### config.mk
export PLATFORM = sky130hd
export DESIGN_NAME = timer_ccm_ch34
export DESIGN_NICKNAME = d
export VERILOG_FILES = /design/src/hdl/input_filter.v /design/src/hdl/timer_ccm_ch34.v
export VERILOG_INCLUDE_DIRS = /design/src /design/src/inc
export SDC_FILE = /design/constraint.sdc
export NUM_CORES = 1
export LEC_CHECK = 0
export BUFFER_PORTS_ARGS = -buffer_cell sky130_fd_sc_hd__buf_2
export CAP_MARGIN = 20
export CORE_ASPECT_RATIO = 1.2
export CORE_MARGIN = 2
export CORE_UTILIZATION = 36
export CTS_BUF_LIST = sky130_fd_sc_hd__clkbuf_16
export DETAILED_ROUTE_END_ITERATION = 6
export GPL_ROUTABILITY_DRIVEN = 0
export HOLD_SLACK_MARGIN = 0.08
export PLACE_DENSITY_LB_ADDON = 0.12
export SYNTH_ARGS = -nofsm -noshare
export SYNTH_HDL_FRONTEND = slang
export SYNTH_SLANG_ARGS = --single-unit
### constraint.sdc
create_clock -name mclk -period 3.3 [get_ports mclk]
set_input_delay 0.66 -clock mclk [delete_from_list [all_inputs] [get_ports mclk]]
set_output_delay 0.66 -clock mclk [all_outputs]
set_load 0.01 [all_outputs]
### src/inc/timer_ccm_consts.vh
// constants for the channel 3/4 capture/compare mode block
// assumes a 32-bit register bus with word-aligned byte offsets
`ifndef TIMER_CCM_CONSTS_VH
`define TIMER_CCM_CONSTS_VH

// register byte offsets
`define OFF_MODE 8'h00
`define OFF_ENABLE 8'h04
`define OFF_CH3_VALUE 8'h08
`define OFF_CH4_VALUE 8'h0c
`define OFF_STATUS 8'h10

// reset values
`define RST_MODE 16'h0000
`define RST_VALUE 16'h0000

// mode register fields, channel 4 input view
`define F_CH4_FILT 15:12
`define F_CH4_PSC 11:10
`define F_CH4_DIR 9:8
// channel 4 output view
`define F_CH4_OCM 14:12
`define B_CH4_BUF 11
`define B_CH4_FAST 10
// channel 3 input view
`define F_CH3_FILT 7:4
`define F_CH3_PSC 3:2
`define F_CH3_DIR 1:0
// channel 3 output view
`define F_CH3_OCM 6:4
`define B_CH3_BUF 3
`define B_CH3_FAST 2

// enable register bits
`define B_CH3_ON 8
`define B_CH4_ON 12

// status register bits
`define B_CH3_CAP 0
`define B_CH4_CAP 1
`define B_CH3_REF 2
`define B_CH4_REF 3

// direction codes
`define DIR_OUT 2'h0
`define DIR_OWN 2'h1
`define DIR_OTHER 2'h2
`define DIR_TRIG 2'h3

// output compare modes
`define OCM_FROZEN 3'h0
`define OCM_SET 3'h1
`define OCM_CLEAR 3'h2
`define OCM_TOGGLE 3'h3
`define OCM_FORCE_LO 3'h4
`define OCM_FORCE_HI 3'h5
`define OCM_PWM1 3'h6
`define OCM_PWM2 3'h7

// bus responses
`define RESP_OKAY 2'h0
`define RESP_SLVERR 2'h2

`endif

### src/hdl/input_filter.v
// input filter, edge detector and capture prescaler for one channel
// assumes sample_in is already synchronised to mclk
`timescale 1ns/1ps
`default_nettype none
`include "timer_ccm_consts.vh"

module input_filter (
  // clock and reset
  input wire mclk,
  input wire rstn,
  // control
  input wire enable,
  input wire [3:0] filter_code,
  input wire [1:0] prescale_code,
  // signal
  input wire sample_in,
  output reg filtered,
  output reg capture_pulse
);

  reg [4:0] div_cnt_reg;
  reg [3:0] run_reg;
  reg [2:0] evt_reg;
  reg [2:0] div_log;
  reg [3:0] need_n;
  reg [4:0] div_mask;
  reg [2:0] evt_limit;
  reg tick;
  reg filt_next;
  reg [3:0] run_next;
  reg rise;

  // filter code to sample-rate divisor and run length
  always @* begin
    case (filter_code)
      4'h0: begin div_log = 3'h0; need_n = 4'h1; end
      4'h1: begin div_log = 3'h0; need_n = 4'h2; end
      4'h2: begin div_log = 3'h0; need_n = 4'h4; end
      4'h3: begin div_log = 3'h0; need_n = 4'h8; end
      4'h4: begin div_log = 3'h1; need_n = 4'h6; end
      4'h5: begin div_log = 3'h1; need_n = 4'h8; end
      4'h6: begin div_log = 3'h2; need_n = 4'h6; end
      4'h7: begin div_log = 3'h2; need_n = 4'h8; end
      4'h8: begin div_log = 3'h3; need_n = 4'h6; end
      4'h9: begin div_log = 3'h3; need_n = 4'h8; end
      4'ha: begin div_log = 3'h4; need_n = 4'h5; end
      4'hb: begin div_log = 3'h4; need_n = 4'h6; end
      4'hc: begin div_log = 3'h4; need_n = 4'h8; end
      4'hd: begin div_log = 3'h5; need_n = 4'h5; end
      4'he: begin div_log = 3'h5; need_n = 4'h6; end
      default: begin div_log = 3'h5; need_n = 4'h8; end
    endcase
  end

  // sample tick, run counter and edge decode
  always @* begin
    div_mask = (5'h01 << div_log) - 5'h01;
    tick = ((div_cnt_reg & div_mask) == 5'h00);
    evt_limit = (3'h1 << prescale_code) - 3'h1;
    filt_next = filtered;
    run_next = run_reg;
    if (tick) begin
      if (sample_in == filtered) begin
        run_next = 4'h0;
      end else if (run_reg + 4'h1 >= need_n) begin
        filt_next = sample_in;
        run_next = 4'h0;
      end else begin
        run_next = run_reg + 4'h1;
      end
    end
    rise = filt_next & ~filtered;
  end

  // filter state and prescaler, held idle while the channel is an output
  always @(posedge mclk or negedge rstn) begin
    if (!rstn) begin
      div_cnt_reg <= 5'h00;
      run_reg <= 4'h0;
      evt_reg <= 3'h0;
      filtered <= 1'b0;
      capture_pulse <= 1'b0;
    end else if (!enable) begin
      div_cnt_reg <= 5'h00;
      run_reg <= 4'h0;
      evt_reg <= 3'h0;
      filtered <= 1'b0;
      capture_pulse <= 1'b0;
    end else begin
      div_cnt_reg <= div_cnt_reg + 5'h01;
      run_reg <= run_next;
      filtered <= filt_next;
      capture_pulse <= 1'b0;
      if (rise) begin
        if (evt_reg >= evt_limit) begin
          evt_reg <= 3'h0;
          capture_pulse <= 1'b1;
        end else begin
          evt_reg <= evt_reg + 3'h1;
        end
      end
    end
  end

endmodule
`default_nettype wire

### src/hdl/timer_ccm_ch34.v
// capture/compare mode logic for timer channels 3 and 4 with an
// AXI4-Lite register slave
// assumes count_value, count_down and update_event come from the timer
// counter on mclk; the three timer inputs are asynchronous pins
//
// The address map and the AXI4-Lite slave port were chosen for this implementation.
`timescale 1ns/1ps
`default_nettype none
`include "timer_ccm_consts.vh"

// Summary of operation
// - channel 4 filter passes a level after N equal consecutive samples
// - codes 0-3 sample at mclk: no filter, N=2, 4, 8
// - codes 4-9 sample at mclk/2, /4, /8 with N=6 then N=8
// - codes a-c use mclk/16, d-f mclk/32, each with N=5, 6, 8
// - filter and prescale act only while channel 4 is an input
// - channel 4 prescaler captures every rising edge, or each 2, 4, 8 events
// - ch4 direction: 00 output, 01 own input, 10 channel 3 input
// - ch4 direction 11 takes the internal trigger input
// - ch3 compare mode drives its reference like ch4, output only
// - ch3 compare buffer enable works like ch4, output only
// - ch3 fast compare works like ch4, output only
// - ch3 capture prescaler encodes like channel 4
// - ch3 direction: 00 output, 01 own timer input
// - ch3 direction 10 takes channel 4 input, 11 the trigger
// - compare modes: frozen, set, clear, toggle, force lo/hi, pwm1/2
// - buffered compare value loads into the active copy on update
// - fast mode makes a trigger edge act as a match in pwm modes
module timer_ccm_ch34 #(
  parameter CW = 16
) (
  // clock and reset
  input wire mclk,
  input wire rstn,
  // axi4-lite write address and data
  input wire awvalid,
  output reg awready,
  input wire [7:0] awaddr,
  input wire wvalid,
  output reg wready,
  input wire [31:0] wdata,
  input wire [3:0] wstrb,
  // axi4-lite write response
  output reg bvalid,
  input wire bready,
  output reg [1:0] bresp,
  // axi4-lite read
  input wire arvalid,
  output reg arready,
  input wire [7:0] araddr,
  output reg rvalid,
  input wire rready,
  output reg [31:0] rdata,
  output reg [1:0] rresp,
  // timer pins and trigger
  input wire timer_input_three,
  input wire timer_input_four,
  input wire internal_trigger_input,
  // counter side
  input wire [CW-1:0] count_value,
  input wire count_down,
  input wire update_event,
  // compare references
  output reg ch3_compare_reference,
  output reg ch4_compare_reference
);

  // merge a write into a word under the byte strobes
  function [31:0] merge;
    input [31:0] old;
    input [31:0] val;
    input [3:0] strb;
    integer i;
    begin
      merge = old;
      for (i = 0; i < 4; i = i + 1) begin
        if (strb[i]) begin
          merge[i*8 +: 8] = val[i*8 +: 8];
        end
      end
    end
  endfunction

  // pick a channel's capture source from its direction code
  function pick_source;
    input [1:0] dir;
    input own;
    input other;
    input trig;
    begin
      case (dir)
        `DIR_OWN: pick_source = own;
        `DIR_OTHER: pick_source = other;
        `DIR_TRIG: pick_source = trig;
        default: pick_source = 1'b0;
      endcase
    end
  endfunction

  // address is mapped
  function mapped;
    input [7:0] a;
    begin
      mapped = (a == `OFF_MODE) || (a == `OFF_ENABLE) ||
        (a == `OFF_CH3_VALUE) || (a == `OFF_CH4_VALUE) ||
        (a == `OFF_STATUS);
    end
  endfunction

  reg [15:0] mode_reg;
  reg ch3_channel_on;
  reg ch4_channel_on;
  reg [CW-1:0] buf_reg [0:1];
  reg [CW-1:0] shadow_reg [0:1];
  reg [1:0] cap_flag_reg;
  reg [2:0] s1_reg;
  reg [2:0] s2_reg;
  reg trig_prev_reg;
  reg aw_full_reg;
  reg w_full_reg;
  reg [7:0] aw_addr_reg;
  reg [31:0] w_data_reg;
  reg [3:0] w_strb_reg;

  wire ti3_s;
  wire ti4_s;
  wire trg_s;
  wire trig_rise;
  wire [1:0] ch3_direction_select;
  wire [1:0] ch4_direction_select;
  wire [1:0] dir [0:1];
  wire [2:0] ocm [0:1];
  wire [1:0] buf_en;
  wire [1:0] fast_en;
  wire [1:0] cap_pulse;
  wire [1:0] ref_now;
  wire do_write;
  wire [31:0] wr_word;
  wire [1:0] ch_on;

  assign ti3_s = s2_reg[0];
  assign ti4_s = s2_reg[1];
  assign trg_s = s2_reg[2];
  assign trig_rise = trg_s & ~trig_prev_reg;
  assign ch3_direction_select = mode_reg[`F_CH3_DIR];
  assign ch4_direction_select = mode_reg[`F_CH4_DIR];
  assign dir[0] = ch3_direction_select;
  assign dir[1] = ch4_direction_select;
  assign ocm[0] = mode_reg[`F_CH3_OCM];
  assign ocm[1] = mode_reg[`F_CH4_OCM];
  assign buf_en = {mode_reg[`B_CH4_BUF], mode_reg[`B_CH3_BUF]};
  assign fast_en = {mode_reg[`B_CH4_FAST], mode_reg[`B_CH3_FAST]};
  assign ch_on = {ch4_channel_on, ch3_channel_on};
  assign do_write = aw_full_reg & w_full_reg & ~bvalid;
  assign wr_word = merge(32'h0, w_data_reg, w_strb_reg);

  // two-flop synchronisers for the pins and trigger
  always @(posedge mclk or negedge rstn) begin
    if (!rstn) begin
      s1_reg <= 3'h0;
      s2_reg <= 3'h0;
      trig_prev_reg <= 1'b0;
    end else begin
      s1_reg <= {internal_trigger_input, timer_input_four,
        timer_input_three};
      s2_reg <= s1_reg;
      trig_prev_reg <= trg_s;
    end
  end

  // filter, edge and prescale for each channel
  input_filter u_filt3 (
    .mclk(mclk),
    .rstn(rstn),
    .enable(ch3_direction_select != `DIR_OUT),
    .filter_code(mode_reg[`F_CH3_FILT]),
    .prescale_code(mode_reg[`F_CH3_PSC]),
    .sample_in(pick_source(ch3_direction_select, ti3_s, ti4_s,
      trg_s)),
    .filtered(),
    .capture_pulse(cap_pulse[0])
  );

  input_filter u_filt4 (
    .mclk(mclk),
    .rstn(rstn),
    .enable(ch4_direction_select != `DIR_OUT),
    .filter_code(mode_reg[`F_CH4_FILT]),
    .prescale_code(mode_reg[`F_CH4_PSC]),
    .sample_in(pick_source(ch4_direction_select, ti4_s, ti3_s,
      trg_s)),
    .filtered(),
    .capture_pulse(cap_pulse[1])
  );

  assign ref_now = {ch4_compare_reference, ch3_compare_reference};

  // per-channel compare value, capture and reference logic
  genvar g;
  generate
    for (g = 0; g < 2; g = g + 1) begin : chan
      wire [7:0] off = (g == 0) ? `OFF_CH3_VALUE : `OFF_CH4_VALUE;
      wire is_out = (dir[g] == `DIR_OUT);
      wire match = (count_value == shadow_reg[g]);
      wire lower = (count_value < shadow_reg[g]);
      wire higher = (count_value > shadow_reg[g]);
      wire pwm1 = count_down ? ~higher : lower;
      reg ref_next;

      // buffer and active copy of the compare value
      always @(posedge mclk or negedge rstn) begin
        if (!rstn) begin
          buf_reg[g] <= `RST_VALUE;
          shadow_reg[g] <= `RST_VALUE;
        end else begin
          if (!is_out && cap_pulse[g] && ch_on[g]) begin
            buf_reg[g] <= count_value;
          end else if (do_write && aw_addr_reg == off) begin
            buf_reg[g] <= wr_word[CW-1:0];
          end
          if (!is_out || !buf_en[g] || update_event) begin
            shadow_reg[g] <= buf_reg[g];
          end
        end
      end

      // reference level from the compare mode
      always @* begin
        ref_next = ref_now[g];
        case (ocm[g])
          `OCM_FROZEN: ref_next = ref_now[g];
          `OCM_SET: ref_next = match ? 1'b1 : ref_now[g];
          `OCM_CLEAR: ref_next = match ? 1'b0 : ref_now[g];
          `OCM_TOGGLE: ref_next = match ? ~ref_now[g] : ref_now[g];
          `OCM_FORCE_LO: ref_next = 1'b0;
          `OCM_FORCE_HI: ref_next = 1'b1;
          `OCM_PWM1: ref_next = (fast_en[g] && trig_rise) ? 1'b1 : pwm1;
          `OCM_PWM2: ref_next = (fast_en[g] && trig_rise) ? 1'b0 : ~pwm1;
          default: ref_next = ref_now[g];
        endcase
        if (!is_out) begin
          ref_next = 1'b0;
        end
      end
    end
  endgenerate

  // reference outputs; fast mode in pwm acts on the trigger edge
  always @(posedge mclk or negedge rstn) begin
    if (!rstn) begin
      ch3_compare_reference <= 1'b0;
      ch4_compare_reference <= 1'b0;
    end else begin
      ch3_compare_reference <= chan[0].ref_next;
      ch4_compare_reference <= chan[1].ref_next;
    end
  end

  // mode, enable and capture flag registers
  always @(posedge mclk or negedge rstn) begin
    if (!rstn) begin
      mode_reg <= `RST_MODE;
      ch3_channel_on <= 1'b0;
      ch4_channel_on <= 1'b0;
      cap_flag_reg <= 2'h0;
    end else begin
      if (do_write && aw_addr_reg == `OFF_MODE) begin
        mode_reg[15:10] <= wr_word[15:10];
        mode_reg[7:2] <= wr_word[7:2];
        if (!ch4_channel_on) begin
          mode_reg[`F_CH4_DIR] <= wr_word[`F_CH4_DIR];
        end
        if (!ch3_channel_on) begin
          mode_reg[`F_CH3_DIR] <= wr_word[`F_CH3_DIR];
        end
      end
      if (do_write && aw_addr_reg == `OFF_ENABLE) begin
        ch3_channel_on <= wr_word[`B_CH3_ON];
        ch4_channel_on <= wr_word[`B_CH4_ON];
      end
      // write one to clear; a new capture in the same cycle wins
      if (do_write && aw_addr_reg == `OFF_STATUS) begin
        cap_flag_reg <= (cap_flag_reg & ~wr_word[1:0]) |
          (cap_pulse & ch_on);
      end else begin
        cap_flag_reg <= cap_flag_reg | (cap_pulse & ch_on);
      end
    end
  end

  // axi write channels: take address and data in either order
  always @(posedge mclk or negedge rstn) begin
    if (!rstn) begin
      awready <= 1'b0;
      wready <= 1'b0;
      aw_full_reg <= 1'b0;
      w_full_reg <= 1'b0;
      aw_addr_reg <= 8'h00;
      w_data_reg <= 32'h0;
      w_strb_reg <= 4'h0;
      bvalid <= 1'b0;
      bresp <= `RESP_OKAY;
    end else begin
      awready <= ~aw_full_reg & ~awready & awvalid;
      wready <= ~w_full_reg & ~wready & wvalid;
      if (awvalid && awready) begin
        aw_full_reg <= 1'b1;
        aw_addr_reg <= awaddr;
      end
      if (wvalid && wready) begin
        w_full_reg <= 1'b1;
        w_data_reg <= wdata;
        w_strb_reg <= wstrb;
      end
      if (do_write) begin
        bvalid <= 1'b1;
        bresp <= mapped(aw_addr_reg) ? `RESP_OKAY : `RESP_SLVERR;
      end else if (bvalid && bready) begin
        bvalid <= 1'b0;
        aw_full_reg <= 1'b0;
        w_full_reg <= 1'b0;
      end
    end
  end

  // axi read channel: answer one cycle after the address is taken
  always @(posedge mclk or negedge rstn) begin
    if (!rstn) begin
      arready <= 1'b0;
      rvalid <= 1'b0;
      rdata <= 32'h0;
      rresp <= `RESP_OKAY;
    end else begin
      arready <= ~arready & ~rvalid & arvalid;
      if (arvalid && arready) begin
        rvalid <= 1'b1;
        rresp <= mapped(araddr) ? `RESP_OKAY : `RESP_SLVERR;
        case (araddr)
          `OFF_MODE: rdata <= {16'h0, mode_reg};
          `OFF_ENABLE: rdata <= {19'h0, ch4_channel_on, 3'h0,
            ch3_channel_on, 8'h0};
          `OFF_CH3_VALUE: rdata <= {{(32-CW){1'b0}}, buf_reg[0]};
          `OFF_CH4_VALUE: rdata <= {{(32-CW){1'b0}}, buf_reg[1]};
          `OFF_STATUS: rdata <= {28'h0, ch4_compare_reference,
            ch3_compare_reference, cap_flag_reg};
          default: rdata <= 32'h0;
        endcase
      end else if (rvalid && rready) begin
        rvalid <= 1'b0;
      end
    end
  end

endmodule
`default_nettype wire

* Yosys cells after proc, flatten, opt, wreduce, memory -nomap -nowiden
Memory sizes are Yosys's and may differ from the RTL's. Index checks and enable logic that the tools add are counted.
Storage, ports and cells: bits in registers 190, output and inout port bits 43, bits of input ports 80, memories kept 2, logic and storage cells 260, memory bits (read-only) 224
Cells by class: reduce and logical (&&, ||, !) cells 50, $lt $le $gt $ge 8, muxes and demuxes 68, shift-type cells 4, bitwise operators 36, equal/unequal tests 44, $add $sub $neg 10
Memory list:
- (name not given) | depth 16, width 7, read ports 1, clocked after Yosys merged registers in 0, wr ports 0, line input_filter.v:35 | case (filter_code)
- (name not given) | depth 16, width 7, read ports 1, clocked after Yosys merged registers in 0, wr ports 0, line input_filter.v:35
Operators with widths (number):
- 16-bit one-hot mux with 5 select lines | 1
- 16-bit 2-to-1 mux | 4
- 1-bit 2-to-1 mux | 38
- 16-bit == test | 2
- 8-bit by 4-bit == test with 1-bit output, second input constant | 4
- 16-bit greater-than comparator | 2
- 16-bit less-than comparator | 2
- 4-bit 2-to-1 mux | 8
- 3-bit == test, second input constant | 8
- 3-bit 2-to-1 mux | 6
- 3-bit != test, second input constant | 6
- 1-bit NOT | 18
- 8-bit by 3-bit == test with 1-bit output, second input constant | 2
- 8-bit by 5-bit == test with 1-bit output, second input constant | 2
- 1-bit logical AND | 16
- 8-bit zero test | 2
- 8-bit 2-to-1 mux | 2
- 1-bit one-hot mux with 7 select lines | 2
- 3-bit by 2-bit == test with 1-bit output, second input constant | 4
- 1-bit logical OR | 12
- 2-bit != test, second input constant | 6
- 2-bit nonzero test | 6
- 1-bit AND | 11
- 5-bit by 1-bit adder with 5-bit output, second input constant | 2
- 25 further kinds | 54

* Logic depth before layout (Yosys ltp)
An unclocked memory read counts as a cell.
word-level depth 9, gate-level depth with buffers 12, depth with buffers taken out 12

* Modules after synthesis
From an unflattened synthesis, not the netlist that was laid out.
Unflattened totals: cells, all modules 958, area total of the unflattened synthesis 9402.8 um2
Modules (own cells, without submodules):
- timer_ccm_ch34 | area each 7129.3 um2, times used 1, seq. area each 3603.5 um2, cells each 701
- input_filter (u_filt3) | area each 1143.6 um2, times used 1, seq. area each 350.3 um2, cells each 126
- input_filter (u_filt4) | area each 1129.8 um2, times used 1, seq. area each 350.3 um2, cells each 131

* Worst setup path before layout
Ideal clock, no wire load.
path kind flip-flop to flip-flop, start register mode_reg[6], end register u_filt3.run_reg[2], arrival time 2.667 ns, buffers on the path 2, stages on the path, launching flop included 13, path slack 0.551 ns, setup time 0.082 ns, required time 3.218 ns, period minus slack after synthesis 2.749 ns, cell sequence dfrtp_1 > clkbuf_1 > clkbuf_1 > mux2_2 > nand2_1 > o21ai_0 > ha_1 > nand2b_1 > a21o_1 > a21o_1 > a211oi_1 > nand4b_1 > a31oi_1
Between the ends: cells in the longest elaborated chain, start to end 6, elaborated cells on any way between the ends 11, classes of those cells 1 x add/sub; 1 x order compare; 1 x eq/ne; 1 x shift; 4 x mux; 1 x bitwise; 1 x reduce/logical; 1 x memory
RTL lines:
- from (decl) | line timer_ccm_ch34.v:110 | reg [15:0] mode_reg;
- from (signal assigned) | line timer_ccm_ch34.v:262 | mode_reg <= `RST_MODE;
- from (signal assigned) | line timer_ccm_ch34.v:269 | mode_reg[7:2] <= wr_word[7:2];
- from (signal, indexed assignment) | line timer_ccm_ch34.v:271 | mode_reg[`F_CH4_DIR] <= wr_word[`F_CH4_DIR];
- memory 16 x 7 bit *
- 1-bit by 3-bit << shifter with 5-bit output / 4-bit >= comparator (equally long branches) | line input_filter.v:57, input_filter.v:65
- 5-bit by 1-bit subtractor with 5-bit output / 4-bit 2-to-1 mux (equally long branches) | line input_filter.v:57, input_filter.v:65
- 5-bit AND / 4-bit 2-to-1 mux (equally long branches) | line input_filter.v:58, input_filter.v:63
- 5-bit zero test / 4-bit 2-to-1 mux (equally long branches) | line input_filter.v:58, input_filter.v:62
- 2-bit != test (no source line) / 4-bit 2-to-1 mux (equally long branches)
- to (signal assigned) | line input_filter.v:91 | run_reg <= run_next;
- to (decl) | line input_filter.v:22 | reg [3:0] run_reg;
Mark *: on every way between the ends. The rest lies on a longest branch, timed or not. The select of a mux whose other input is x is not followed. A chain may end at the register's enable or synchronous reset.

* Final worst setup path
start register mode_reg[4], end register u_filt3.run_reg[2]
Same word-level chain as after synthesis.

==> flow_summary_export.csv <==
group,metric,value,unit
route,antenna_left,0,
global_route,first_global_vias,6742,
yosys,synth.most_common_cell,"dfrtp_1",
floorplanning,io_pins,123,
yosys,synth_area_leaders,"dfrtp_1 (46%), ha_1 (8.9%), mux2_2 (7.4%)",
yosys,synth.distinct_cells,64,
power,powerDensity,649.9,nW/um^2
yosys,synth.largest_area_cell,"dfrtp_1",
clock_network,cts_buffer_depth,2,
global_route,antenna_found_initial,1,
route,dr.pass1.iters,6,
timing,fin_skew,0.01006,ns
route,drtIter0Drc,353,
floorplanning,die_w,150.4,um
floorplanning,core_area,25380,um^2
global_route,grt-ovfl-total,0,
global_route,grt_pass1_wl,38.10,mm
floorplanning,start_util,36.48,%
critical_path,crit_type,"reg2reg",
yosys,synth_ff_type,"dfrtp_1",
timing,finalHoldViolCount,0,
route,via_per_inst,5.048,
clock_network,ctsResizeCount,0,
cells_and_area,fin_nets,1170,
route,wire_per_inst,17.53,um
hold_path,hold_class,"in2async",
yosys,synth_edf_count,0,
critical_path,end_kind,"flop",
floorplanning,die_area,27030,um^2
yosys,ys_seq_area_share,46.48,%
clock_network,path_clk_slew,0.07,ns
yosys,synthCells,932,
timing,min_period,2.914,ns
clock_network,h-tree-depth,4,
route,wirelength,23.94,mm
clock_network,clkSinkCount,172,
yosys,ys_seq_elements,172,
yosys,netlist_area,9260,um^2
clock_network,cts_tree,"yes",
cells_and_area,utilization,42.06,%
critical_path,critPathArrivalTime,3.27,ns
clock_network,postCtsHoldBufs,0,
timing,finalMaxSlewViolations,0,
critical_path,crit_chain,"inv_1 -> ha_1 -> mux2_2 -> nand2_1 -> o21ai_0 -> ha_1 -> nand2b_1 -> a21o_1 -> a21o_1 -> a211oi_1 -> nand4b_1 -> a31oi_1",
run_status,status,"completed",
power,p_leak,4.974,nW
floorplanning,row_count,64,
timing,finalCritPeriodShare,88.32,%
placement,io_buffers,86,
critical_path,critical_path_peak_fanout,7,
yosys,syn_avg_cell_area,9.936,um^2
timing,max_slew.worst_pin.slew,0.8412,ns
power,vdd_ir_drop_max,0.0003682,V
placement,post-dp-hpwl,17.95,mm
timing,setup_tns,0,ns
yosys,ys_warn_count,0,
route,vias,6895,
placement,place_area,10110,um^2
global_route,grt_max_degree,82,
timing,maxSlewHeadroom,43.92,%
timing,rsz0062_at_grt,"false",
yosys,async_flop_share,100.0,%
yosys,synthTopCellsByCount,"dfrtp_1 (172), nand2_1 (116), ha_1 (66)",
clock_network,cts_setup_buffers,0,
clock_network,cts_buffers,17,
cells_and_area,antenna_cells,0,
cells_and_area,drive_above_1_share,21.91,%
global_route,grt_use_total,18.48,%
critical_path,crit_path_start_kind,"flop",
route,drc,0,
critical_path,cpMaxStageDelayCell,"dfrtp_1",
critical_path,crit_required,3.65,ns
cells_and_area,final_cell_area,10680,um^2
timing,finalSetupViolCount,0,
floorplanning,die_h,179.7,um
flow_run,maxCapViolCount,0,
timing,fmax,343.1,MHz
clock_network,clockRootBuffer,"clkbuf_16",
clock_network,clk_latency,0.43,ns
yosys,yosysTopAreaCellShare,46.48,%
cells_and_area,area_growth,15.31,%
critical_path,max_stage_delay,0.47,ns
[path summary, 6_finish.rpt]
| path | startpoint | endpoint | slack [ns] | cells past startpoint |
|---|---|---|---|---|
| max | mode_reg[4] | u_filt3.run_reg[2] | 0.39 | 12 |
| max in group asynchronous | rstn | shadow_reg[15] | 2.31 | 2 |
| min in group mclk | timer_input_three | s1_reg[0] | 0.34 | 1 |
| min | rstn | mode_reg[2] | 0.29 | 1 |
| max reg2reg | mode_reg[4] | u_filt3.run_reg[2] | 0.39 | 12 |
| min reg2reg | s1_reg[1] | s2_reg[1] | 0.35 | 0 |
[where the power goes]
part	switching, mW	internal (mW)
clock	0.868	1.11
combinational	1.01	0.868
sequential	0.433	2.65
[logic make-up after synthesis]
logic type	count (synthesis)	synth area share, %
adder cells (fa/ha/maj)	66	8.918
AND/OR/NAND/NOR	269	13.85
AO/OA/AOI/OAI	222	14.48
flip-flops	172	46.48
multiplexers	76	9.309
XOR/XNOR	14	1.324
other	1	0.04050
buffers and inverters	112	5.594
[cells in the final DEF (no fill, tap or decap), types with 37 or more instances in the layout]
cell     netlist  final
ha_1          66     66
o21ai_1       37     37
o21ai_0       56     56
a21oi_1       64     64
mux2_2        61     61
dfrtp_1      172    172
nor2_1        56     54
buf_2          6     85
inv_1         55     55
nand2_1      116    116
[through the flow]
| step | setup WS, ns | hold slack [ns] | power [mW] | std cells |
|---|---|---|---|---|
| floorplan | 0.5512 | 0.3312 | 4.359 | 949 |
| global placement | 0.4298 | 0.3373 | 4.992 | 1335 |
| detailed placement | 0.3783 | 0.3450 | 5.036 | 1335 |
| CTS | 0.3731 | 0.3127 | 7.042 | 1366 |
| global route | 0.09314 | 0.3170 | 7.451 | 1366 |
| finish | 0.3856 | 0.2910 | 6.940 | 1366 |
[layout make-up]
| type | count | area (um^2) |
|---|---|---|
| Fill cell | 2528 | 14710 |
| Clock buffer | 17 | 425.4 |
| Inverter | 55 | 206.4 |
| Multi-Input combinational cell | 665 | 4519 |
| Timing Repair Buffer | 113 | 664.4 |
| Clock inverter | 14 | 145.1 |
| Tap cell | 330 | 412.9 |
| Sequential cell | 172 | 4304 |
[critical path, delay by kind of cell (launching register included)]
kind                     cells  cell delay (ns)
adder cells (fa/ha/maj)      2             0.55
buffers and inverters        1             0.12
AND/OR/NAND/NOR              3             0.34
flip-flops                   1             0.47
AO/OA/AOI/OAI                5             1.07
multiplexers                 1             0.28
[per-layer routing]
layer,track usage (%),part of all wire (%)
met1,25.47,46
met2,30.35,48
met3,3.223,4.1
met4,4.075,0.82
met5,0,0.054
No activity file was read; power rests on OpenSTA's default activity.
